`src/logic/cgc_pkg.sv`:
```
// Constants, types and register map of the compressor gain control block
// What this block does
// - Bits 3:2 of power/mode register pick dual, single, fixed stepped or fixed immediate.
// - Automatic modes: fast counter steps down at attack rate while above upper threshold.
// - Automatic modes: fast counter steps up below lower threshold, never above maximum gain.
// - Automatic modes: gain rises only after hold time below lower threshold; bit 4 picks 50 or 25 ms.
// - Dual mode: slow counter steps at slow rates toward the fast counter.
// - Dual mode: applied gain is the smaller of fast and slow counters.
// - Dual mode: fast rates from fast rate register, slow rates from slow rate register.
// - Single mode: slow counter copies fast counter, gain follows fast counter at fast rates.
// - Fixed stepped mode: gain steps toward gain register target regardless of signal.
// - Fixed immediate mode: gain jumps straight to the gain register target.
// - Gain register bit 7 set makes its reads return the applied gain.
// - Each step moves gain by one 0.5 dB code, passing every intermediate code.
// - Fixed stepped mode moves gain at 80 kdB per second.
// - Step rates come from selected divisions of a 1.28 MHz system tick.
// - Gain codes stay within -1 dB to 40 dB.
package cgc_pkg;

	// Clocking
	localparam int CLK_HZ        = 50_000_000;
	localparam int SYS_HZ        = 1_280_000;
	localparam int FRAC_INC      = SYS_HZ / 10_000;
	localparam int FRAC_MOD      = CLK_HZ / 10_000;

	// Gain code: 0 is -1 dB, each code 0.5 dB, top code 40 dB
	localparam int GAIN_W        = 7;
	localparam int GAIN_STEP_MDB = 500;
	localparam int GAIN_LOW_MDB  = -1000;
	localparam int GAIN_HIGH_MDB = 40_000;
	localparam logic [GAIN_W-1:0] GAIN_MAX_CODE =
		GAIN_W'((GAIN_HIGH_MDB - GAIN_LOW_MDB) / GAIN_STEP_MDB);

	// Step rate divider: period is (8 << select) system ticks
	localparam int RATE_SEL_W    = 3;
	localparam int RATE_BASE_LOG = 3;
	localparam int RATE_CNT_W    = RATE_BASE_LOG + (1 << RATE_SEL_W);
	localparam int FIXED_RATE_DBPS  = 80_000;
	localparam int FIXED_STEP_TICKS = SYS_HZ / (FIXED_RATE_DBPS / GAIN_STEP_MDB * 1000);
	localparam logic [RATE_SEL_W-1:0] FIXED_RATE_SEL =
		RATE_SEL_W'($clog2(FIXED_STEP_TICKS) - RATE_BASE_LOG);

	// Hold times below the lower threshold
	localparam int HOLD_LONG_MS  = 50;
	localparam int HOLD_SHORT_MS = 25;
	localparam int HOLD_LONG_CYC  = CLK_HZ / 1000 * HOLD_LONG_MS;
	localparam int HOLD_SHORT_CYC = CLK_HZ / 1000 * HOLD_SHORT_MS;
	localparam int HOLD_W        = 22;

	// Register byte offsets
	localparam logic [7:0] OFS_PWR_MODE  = 8'h00;
	localparam logic [7:0] OFS_FAST_RATE = 8'h04;
	localparam logic [7:0] OFS_SLOW_RATE = 8'h08;
	localparam logic [7:0] OFS_GAIN_SET  = 8'h0C;
	localparam logic [7:0] OFS_STATUS    = 8'h10;

	// Field positions
	localparam int MODE_LSB      = 2;
	localparam int HOLD_SEL_BIT  = 4;
	localparam int ATK_LSB       = 0;
	localparam int REL_LSB       = 4;
	localparam int READ_MODE_BIT = 7;
	localparam int ST_FAST_LSB   = 8;
	localparam int ST_SLOW_LSB   = 16;
	localparam int ST_ABOVE_BIT  = 24;
	localparam int ST_BELOW_BIT  = 25;
	localparam int ST_HOLD_BIT   = 26;

	// Reset values
	localparam logic [7:0] PWR_MODE_RST  = 8'h00;
	localparam logic [7:0] FAST_RATE_RST = 8'h21;
	localparam logic [7:0] SLOW_RATE_RST = 8'h75;
	localparam logic [7:0] GAIN_SET_RST  = 8'h28;
	localparam logic [GAIN_W-1:0] GAIN_RST = 7'h00;

	typedef enum logic [1:0] {
		MODE_AUTO_DUAL,
		MODE_AUTO_SINGLE,
		MODE_FIXED_STEP,
		MODE_FIXED_NOW
	} cgc_mode_t;

endpackage : cgc_pkg

```
`src/logic/cgc_rate_gen.sv`:
```
// Step rate enables derived from a fractional 1.28 MHz system tick
`timescale 1ns/1ns
module cgc_rate_gen
	import cgc_pkg::*;
#(
	parameter int CHANNELS = 5
) (
	// Clock and reset
	input  wire logic                                 clk,
	input  wire logic                                 nrst,
	// Rate selects, one per channel
	input  wire logic [CHANNELS-1:0][RATE_SEL_W-1:0] rateSel,
	// One-cycle step enables
	output logic      [CHANNELS-1:0]                 stepEn
);

	////////////////////////////////////////////////////////////////////////////
	// 50 MHz is not a multiple of 1.28 MHz, so a fractional accumulator
	// gives the right average tick rate with a 20 ns jitter
	logic [12:0]           fracAcc_r, fracAcc_nxt;
	logic                  sysTick_r, sysTick_nxt;
	logic [RATE_CNT_W-1:0] tickCnt_r, tickCnt_nxt;
	logic [CHANNELS-1:0]   stepEn_nxt;

	function automatic logic rateHit(input logic [RATE_CNT_W-1:0] cnt,
	                                 input logic [RATE_SEL_W-1:0] sel);
		logic [RATE_CNT_W-1:0] mask;
		mask = (RATE_CNT_W'(1) << (sel + RATE_BASE_LOG)) - RATE_CNT_W'(1);
		return (cnt & mask) == mask;
	endfunction : rateHit

	always_comb begin
		if (fracAcc_r + 13'(FRAC_INC) >= 13'(FRAC_MOD)) begin
			fracAcc_nxt = fracAcc_r + 13'(FRAC_INC) - 13'(FRAC_MOD);
			sysTick_nxt = 1'b1;
		end else begin
			fracAcc_nxt = fracAcc_r + 13'(FRAC_INC);
			sysTick_nxt = 1'b0;
		end
		tickCnt_nxt = sysTick_r ? tickCnt_r + RATE_CNT_W'(1) : tickCnt_r;
	end

	for (genvar i = 0; i < CHANNELS; i++) begin : g_chan
		assign stepEn_nxt[i] = sysTick_r && rateHit(tickCnt_r, rateSel[i]);
	end

	always_ff @(posedge clk or negedge nrst) begin
		if (!nrst) begin
			fracAcc_r <= 13'h0000;
			sysTick_r <= 1'b0;
			tickCnt_r <= '0;
			stepEn    <= '0;
		end else begin
			fracAcc_r <= fracAcc_nxt;
			sysTick_r <= sysTick_nxt;
			tickCnt_r <= tickCnt_nxt;
			stepEn    <= stepEn_nxt;
		end
	end

endmodule : cgc_rate_gen

```
`src/logic/cgc_top.sv`:
```
// Compressor gain control: APB registers, comparator sync, gain counters
//
// The APB interface to the registers and the register addresses are this design's own decisions.
`timescale 1ns/1ns
module cgc_top
	import cgc_pkg::*;
#(
	parameter int ADDR_W        = 8,
	parameter int HOLD_LONG     = HOLD_LONG_CYC,
	parameter int HOLD_SHORT    = HOLD_SHORT_CYC
) (
	// Clock and reset
	input  wire logic              clk,
	input  wire logic              nrst,
	// APB slave
	input  wire logic [ADDR_W-1:0] paddr,
	input  wire logic              psel,
	input  wire logic              penable,
	input  wire logic              pwrite,
	input  wire logic [31:0]       pwdata,
	output logic      [31:0]       prdata,
	output logic                   pready,
	output logic                   pslverr,
	// Peak comparators of the gain stage
	input  wire logic              aboveUpper,
	input  wire logic              belowLower,
	// Gain code to the input gain stage
	output logic      [GAIN_W-1:0] gainCode
);

	////////////////////////////////////////////////////////////////////////////
	// Registers and APB
	logic [7:0]  pwrMode_r, pwrMode_nxt;
	logic [7:0]  fastRate_r, fastRate_nxt;
	logic [7:0]  slowRate_r, slowRate_nxt;
	logic [7:0]  gainSet_r, gainSet_nxt;
	logic [31:0] prdata_nxt;
	logic        pready_nxt, pslverr_nxt;
	logic        wrAcc, setup;
	logic [7:0]  addrLo;
	logic        hit;
	logic [GAIN_W-1:0] fast_r, fast_nxt, slow_r, slow_nxt, gain_nxt;
	logic        aboveLvl_r, belowLvl_r, holdDone_r;
	cgc_mode_t   mode;
	logic [GAIN_W-1:0] target;

	function automatic logic [GAIN_W-1:0] clampGain(input logic [GAIN_W-1:0] g);
		return (g > GAIN_MAX_CODE) ? GAIN_MAX_CODE : g;
	endfunction : clampGain

	assign addrLo = 8'(paddr);
	assign setup  = psel && !penable;
	assign wrAcc  = psel && penable && pready && pwrite;
	assign hit    = addrLo == OFS_PWR_MODE || addrLo == OFS_FAST_RATE ||
	                addrLo == OFS_SLOW_RATE || addrLo == OFS_GAIN_SET ||
	                addrLo == OFS_STATUS;
	assign mode   = cgc_mode_t'(pwrMode_r[MODE_LSB +: 2]);
	assign target = clampGain(gainSet_r[GAIN_W-1:0]);

	always_comb begin
		pwrMode_nxt  = pwrMode_r;
		fastRate_nxt = fastRate_r;
		slowRate_nxt = slowRate_r;
		gainSet_nxt  = gainSet_r;
		// Answer one cycle after setup: a single access cycle per transfer
		pready_nxt   = setup;
		pslverr_nxt  = setup && !hit;
		prdata_nxt   = 32'h0000_0000;
		if (setup && !pwrite) begin
			case (addrLo)
				OFS_PWR_MODE:  prdata_nxt = {24'h000000, pwrMode_r};
				OFS_FAST_RATE: prdata_nxt = {24'h000000, fastRate_r};
				OFS_SLOW_RATE: prdata_nxt = {24'h000000, slowRate_r};
				OFS_GAIN_SET:  prdata_nxt = gainSet_r[READ_MODE_BIT] ?
				                            {25'h0000000, gainCode} :
				                            {24'h000000, gainSet_r};
				OFS_STATUS: begin
					prdata_nxt[GAIN_W-1:0]                = gainCode;
					prdata_nxt[ST_FAST_LSB +: GAIN_W]     = fast_r;
					prdata_nxt[ST_SLOW_LSB +: GAIN_W]     = slow_r;
					prdata_nxt[ST_ABOVE_BIT]              = aboveLvl_r;
					prdata_nxt[ST_BELOW_BIT]              = belowLvl_r;
					prdata_nxt[ST_HOLD_BIT]               = holdDone_r;
				end
				default:       prdata_nxt = 32'h0000_0000;
			endcase
		end
		if (wrAcc) begin
			case (addrLo)
				// Unused bits read back zero
				OFS_PWR_MODE:  pwrMode_nxt  = {3'h0, pwdata[4:2], 2'h0};
				OFS_FAST_RATE: fastRate_nxt = {1'h0, pwdata[6:4], 1'h0, pwdata[2:0]};
				OFS_SLOW_RATE: slowRate_nxt = {1'h0, pwdata[6:4], 1'h0, pwdata[2:0]};
				OFS_GAIN_SET:  gainSet_nxt  = {pwdata[READ_MODE_BIT],
				                               clampGain(pwdata[GAIN_W-1:0])};
				default:       pwrMode_nxt  = pwrMode_r;
			endcase
		end
	end

	always_ff @(posedge clk or negedge nrst) begin
		if (!nrst) begin
			pwrMode_r  <= PWR_MODE_RST;
			fastRate_r <= FAST_RATE_RST;
			slowRate_r <= SLOW_RATE_RST;
			gainSet_r  <= GAIN_SET_RST;
			prdata     <= 32'h0000_0000;
			pready     <= 1'b0;
			pslverr    <= 1'b0;
		end else begin
			pwrMode_r  <= pwrMode_nxt;
			fastRate_r <= fastRate_nxt;
			slowRate_r <= slowRate_nxt;
			gainSet_r  <= gainSet_nxt;
			prdata     <= prdata_nxt;
			pready     <= pready_nxt;
			pslverr    <= pslverr_nxt;
		end
	end

	////////////////////////////////////////////////////////////////////////////
	// Comparator sync and hold timer
	logic [2:0]        aboveSync_r, belowSync_r;
	logic [2:0]        aboveSync_nxt, belowSync_nxt;
	logic              aboveLvl_nxt, belowLvl_nxt, holdDone_nxt;
	logic [HOLD_W-1:0] holdCnt_r, holdCnt_nxt, holdLen;

	assign holdLen = pwrMode_r[HOLD_SEL_BIT] ? HOLD_W'(HOLD_SHORT) : HOLD_W'(HOLD_LONG);

	always_comb begin
		aboveSync_nxt = {aboveSync_r[1:0], aboveUpper};
		belowSync_nxt = {belowSync_r[1:0], belowLower};
		// Only stages 2 and 3 are compared; stage 1 may be metastable
		aboveLvl_nxt  = (aboveSync_r[1] == aboveSync_r[2]) ? aboveSync_r[2] : aboveLvl_r;
		belowLvl_nxt  = (belowSync_r[1] == belowSync_r[2]) ? belowSync_r[2] : belowLvl_r;
		holdCnt_nxt   = holdCnt_r;
		holdDone_nxt  = holdDone_r;
		if (!belowLvl_r || aboveLvl_r) begin
			holdCnt_nxt  = '0;
			holdDone_nxt = 1'b0;
		end else if (holdCnt_r >= holdLen - HOLD_W'(1)) begin
			holdDone_nxt = 1'b1;
		end else begin
			holdCnt_nxt  = holdCnt_r + HOLD_W'(1);
		end
	end

	always_ff @(posedge clk or negedge nrst) begin
		if (!nrst) begin
			aboveSync_r <= 3'h0;
			belowSync_r <= 3'h0;
			aboveLvl_r  <= 1'b0;
			belowLvl_r  <= 1'b0;
			holdCnt_r   <= '0;
			holdDone_r  <= 1'b0;
		end else begin
			aboveSync_r <= aboveSync_nxt;
			belowSync_r <= belowSync_nxt;
			aboveLvl_r  <= aboveLvl_nxt;
			belowLvl_r  <= belowLvl_nxt;
			holdCnt_r   <= holdCnt_nxt;
			holdDone_r  <= holdDone_nxt;
		end
	end

	////////////////////////////////////////////////////////////////////////////
	// Step rates and gain counters
	localparam int CH_FATK = 0;
	localparam int CH_FREL = 1;
	localparam int CH_SATK = 2;
	localparam int CH_SREL = 3;
	localparam int CH_FIX  = 4;

	logic [4:0][RATE_SEL_W-1:0] rateSel;
	logic [4:0]                 stepEn;

	assign rateSel[CH_FATK] = fastRate_r[ATK_LSB +: RATE_SEL_W];
	assign rateSel[CH_FREL] = fastRate_r[REL_LSB +: RATE_SEL_W];
	assign rateSel[CH_SATK] = slowRate_r[ATK_LSB +: RATE_SEL_W];
	assign rateSel[CH_SREL] = slowRate_r[REL_LSB +: RATE_SEL_W];
	assign rateSel[CH_FIX]  = FIXED_RATE_SEL;

	cgc_rate_gen #(
		.CHANNELS (5)
	) u_rate (
		.clk     (clk),
		.nrst    (nrst),
		.rateSel (rateSel),
		.stepEn  (stepEn)
	);

	always_comb begin
		fast_nxt = fast_r;
		slow_nxt = slow_r;
		gain_nxt = gainCode;
		case (mode)
			MODE_AUTO_DUAL, MODE_AUTO_SINGLE: begin
				// Single steps only, so every code is passed on the way
				if (fast_r > target) begin
					if (stepEn[CH_FATK]) fast_nxt = fast_r - GAIN_W'(1);
				end else if (aboveLvl_r) begin
					if (stepEn[CH_FATK] && fast_r != '0) fast_nxt = fast_r - GAIN_W'(1);
				end else if (holdDone_r && stepEn[CH_FREL] && fast_r < target) begin
					fast_nxt = fast_r + GAIN_W'(1);
				end
				if (mode == MODE_AUTO_DUAL) begin
					if (stepEn[CH_SATK] && slow_r > fast_r) slow_nxt = slow_r - GAIN_W'(1);
					else if (stepEn[CH_SREL] && slow_r < fast_r) slow_nxt = slow_r + GAIN_W'(1);
					gain_nxt = (fast_r < slow_r) ? fast_r : slow_r;
				end else begin
					slow_nxt = fast_r;
					gain_nxt = fast_r;
				end
			end
			MODE_FIXED_STEP: begin
				if (stepEn[CH_FIX] && gainCode > target) gain_nxt = gainCode - GAIN_W'(1);
				else if (stepEn[CH_FIX] && gainCode < target) gain_nxt = gainCode + GAIN_W'(1);
				fast_nxt = gainCode;
				slow_nxt = gainCode;
			end
			MODE_FIXED_NOW: begin
				gain_nxt = target;
				fast_nxt = gainCode;
				slow_nxt = gainCode;
			end
			default: gain_nxt = gainCode;
		endcase
	end

	always_ff @(posedge clk or negedge nrst) begin
		if (!nrst) begin
			fast_r   <= GAIN_RST;
			slow_r   <= GAIN_RST;
			gainCode <= GAIN_RST;
		end else begin
			fast_r   <= fast_nxt;
			slow_r   <= slow_nxt;
			gainCode <= gain_nxt;
		end
	end
endmodule : cgc_top

```
`config.mk`:
```
export PLATFORM = sky130hd
export DESIGN_NAME = cgc_top
export DESIGN_NICKNAME = d
export VERILOG_FILES = /design/src/logic/cgc_pkg.sv /design/src/logic/cgc_rate_gen.sv /design/src/logic/cgc_top.sv
export SDC_FILE = /design/constraint.sdc
export NUM_CORES = 1
export LEC_CHECK = 0
export ABC_CLOCK_PERIOD_IN_PS = 4000
export BUFFER_PORTS_ARGS = -buffer_cell sky130_fd_sc_hd__buf_2
export CORE_MARGIN = 2
export CORE_UTILIZATION = 40
export CTS_CLUSTER_SIZE = 30
export DETAILED_ROUTE_END_ITERATION = 16
export PLACE_DENSITY_LB_ADDON = 0.1
export SLEW_MARGIN = 40
export SYNTH_ARGS = -nofsm -noshare
export SYNTH_HDL_FRONTEND = slang
export SYNTH_HIERARCHICAL = 1
export SYNTH_SLANG_ARGS = --single-unit
```
`constraint.sdc`:
```
create_clock -name clk -period 4 [get_ports clk]
set_input_delay 0.8 -clock clk [delete_from_list [all_inputs] [get_ports clk]]
set_output_delay 0.8 -clock clk [all_outputs]
set_load 0.05 [all_outputs]
```
==> run summary <==
The flow ran to the end, and the final reports show no timing, DRC or antenna violations. For this configuration, the core starts out at a cell density of 40.8%. The pin slew with the least headroom to its limit is 0.526 ns. The initial antenna violation count came out at 1. After synthesis, the netlist uses 72 different library cells. The tree is rooted in a clkbuf_16. The hold violation count in the final report came out at 0. The TritonCTS buffer count is 17.

The number of global-route vias before repair came out at 6287. Yosys mapped a number of flops with a built-in enable equal to 0. Among cell families on the critical path, the largest total delay comes from compound AO/OA/AOI/OAI gates.

The cell area reported after detailed placement is 8690 um^2. The cell count after synthesis is 848. The hold-fix buffer count after cts came out at 0.

The worst hold path class is in2async. The final antenna-violating net count is 0. The TritonCTS clock tree is yes. For this design, the slowest cell found on the critical path is dfrtp_1. Timing would allow up to 272 MHz.

The final worst-path cycle share is 91.8%. Walking the worst path, the cells encountered are a211o_1 -> a21oi_1 -> nor2_1 -> nor2_1 -> ha_1 -> nand4_1 -> o21ai_0 -> o21bai_1 -> buf_4 -> fa_1 -> nand2b_1 -> a21oi_1 -> o22ai_1 -> xor2_1 -> o21ai_0 -> a221o_1. The worst-case headroom to the max-slew limit is 64.0%. Together, buffers and inverters on the worst path number 1. The width of the chip is 145 um. The number of top-level pins is 88. The share of synthesized area occupied by flip-flops and latches came out at 40.5%. The synthesized area per cell came out at 9.36 um^2. The clock tree skew after final layout is 0.00797 ns.

The HPWL reported at the end of detailed placement is 14.9 mm. The Yosys step of the flow raised 6 warnings. The max-capacitance violation count came out at 0. During placement, the flow inserted port buffers numbering 55. The library cells used most frequently in the layout, excluding fill and tap cells, are 119 x dfrtp_1, 72 x nor2_1, 71 x nand2_1.

The area added between synthesis and finish is 17.5%. Counting flops with an async set or reset pin after synthesis yields a share of 100%. The cell area that synthesis handed to floorplanning was 7940 um^2. The synthesized flop and latch total came out at 128.

The maximum number of pins on one net before global-route repair came out at 106. The library cell used most frequently in the layout, excluding fill and tap cells, is dfrtp_1. Post-CTS repair changed the size of 0 cells. The share of cells above drive strength 1 came out at 16.4%. The antenna diode count is 0. The routed wire length came out at 20.9 mm. The worst setup path is captured at a flop. The H-tree generated during clock tree synthesis spans 4 levels. The number of clock sinks is 128. The die covers 21000 um^2. The number of cells on the worst reg-to-reg path is 16. The clock slew seen by the registers of the worst setup and hold paths is 0.06 ns. The length of the first detailed-routing pass in iterations came out at 5. The final total negative setup slack came out at 0 ns.

The endpoint identified for the worst register-to-register timing path is gainCode[6]. The final max-slew violation count came out at 0. For the worst setup path, the data required time is 4.30 ns. The peak supply drop is 0.309 mV.

Buffers added to address setup during post-CTS repair amount to 0. The worst register-to-register path begins at gainSet_r[0]. After detailed routing, the number of vias per cell comes to 5.48. The last weighted congestion value of the routability-driven placer came out at 0.861. The wire length of the first global-routing pass came out at 34.5 mm. The insertion delay to the later sink of the worst-skew pair came out at 0.43 ns. The placement row count came out at 51. In the synthesized netlist the dominant register cell turns out to be dfrtp_1.

By startpoint and endpoint, the worst setup path is classified as reg2reg. The areal power density over the cells is 358 nW/um^2. Along the worst path, the maximum fanout reaches 5. The remaining global-route overflow came out at 0. STA classifies the critical path startpoint as a flop. The count of routing violations after the opening detailed-route iteration came out at 466. The smallest clock period supported by the final layout is computed as 3.67 ns. Summing all non-filler instances in the final layout gives an area of 9330 um^2.

The per-cell routed wire length is 17.2 um. The maximum clock insertion buffer count is 2. The overall die height came out at 145 um.

In the global route stage, overall resource usage came out at 20.6%. Data arrives at the worst endpoint at 3.98 ns. The reg2reg setup slack is 0.33 ns. Setup violations remaining at the end of the flow were counted as 0.

The final route contains 6680 vias. The delay of the slowest critical-path stage came out at 0.44 ns. The remaining routing DRC violations is 0. The leakage power total came out at 4.32 nW. Setup repair after global routing left no endpoint under its margin.

The area inside the core boundary came out at 19500 um^2. The final layout net count is 1048.
## per-layer routing
metal  vias to the layer above  wire, um  GRT usage [%]
met2                       158      9780           32.5
met3                        28       974           4.69
met1                      3231      9840           28.5
li1                       3261         -              -
met4                         2       324           5.54
met5                         -         7              0
## cells in the mapped netlist, drive strengths merged, types with 11 or more instances
library cell    n  area [um^2]
a21oi          54          270
nand4          11         68.8
xnor2          18          158
and2           20          125
nand3          26          130
nand2          71          267
o31ai          18          140
mux2           22          248
a211oi         12         90.1
nor2b          12         75.1
clkbuf         22         82.6
nor3           12         75.1
inv            40          150
dfrtp         119         2980
o21ai          53          265
buf            16          104
xor2           15          131
ha             56          701
nor2           72          270
or4            14          109
## power breakdown
part           switching (mW)  internal [mW]  leakage [nW]
Clock                   0.574           1.05         0.297
Sequential             0.0364           1.32          1.70
Combinational           0.231          0.127          2.33
Total                   0.841           2.50          4.32
## final cells by class
class	instances	area, um^2
fill	1875	10100
multi-input combinational	674	4510
sequential	128	3210
timing repair buffer	82	508
clock buffer	21	450
tap	265	332
clock inverter	10	160
inverter	40	150
## through the flow
stage          worst slack, ns  hold WS [ns]  total power, mW  util [%]  cells
2_1_floorplan            0.592         0.331             1.60         -    880
3_3_place_gp             0.397         0.350             1.72      44.6   1188
3_5_place_dp             0.315         0.341             1.72      44.6   1188
4_1_cts                  0.308         0.367             3.36      47.8   1219
5_1_grt                 0.0405         0.296             3.48      47.9   1220
6_report                 0.329         0.276             3.34      47.9   1220
## how the worst max path moves through the flow
stage | cells past startpoint | from | slack, ns | to
final | 16 | gainSet_r[0] | 0.33 | gainCode[6]
after CTS | 15 | gainSet_r[3] | 0.31 | gainCode[6]
after global placement | 15 | gainSet_r[3] | 0.40 | gainCode[6]
after global routing | 16 | gainSet_r[0] | 0.04 | gainCode[6]
after floorplan | 16 | gainSet_r[1] | 0.59 | gainCode[6]
after detailed placement | 15 | gainSet_r[3] | 0.31 | gainCode[6]
## flip-flops by register name (all words and copies together) (netlist names), 5 cells and up
| register | flops |
|---|---|
| fastRate_r | 6 |
| fast_r | 7 |
| u_rate/tickCnt_r | 11 |
| slowRate_r | 6 |
| u_rate/stepEn | 5 |
| prdata | 24 |
| slow_r | 7 |
| holdCnt_r | 22 |
| gainSet_r | 8 |
| u_rate/fracAcc_r | 10 |
| gainCode | 7 |
## cells by family after synthesis
| family | count (synthesis) | share of synthesized area, % |
|---|---|---|
| AOI/OAI and AO/OA | 225 | 18.8 |
| xor gates and xnor gates | 33 | 3.64 |
| adders and majority gates | 60 | 9.58 |
| buffers and inverters | 78 | 4.24 |
| DFF | 128 | 40.5 |
| muxes | 32 | 4.38 |
| other | 2 | 0.0946 |
| and+or+nand+nor | 290 | 18.8 |
(Power assumes the default switching activity.)
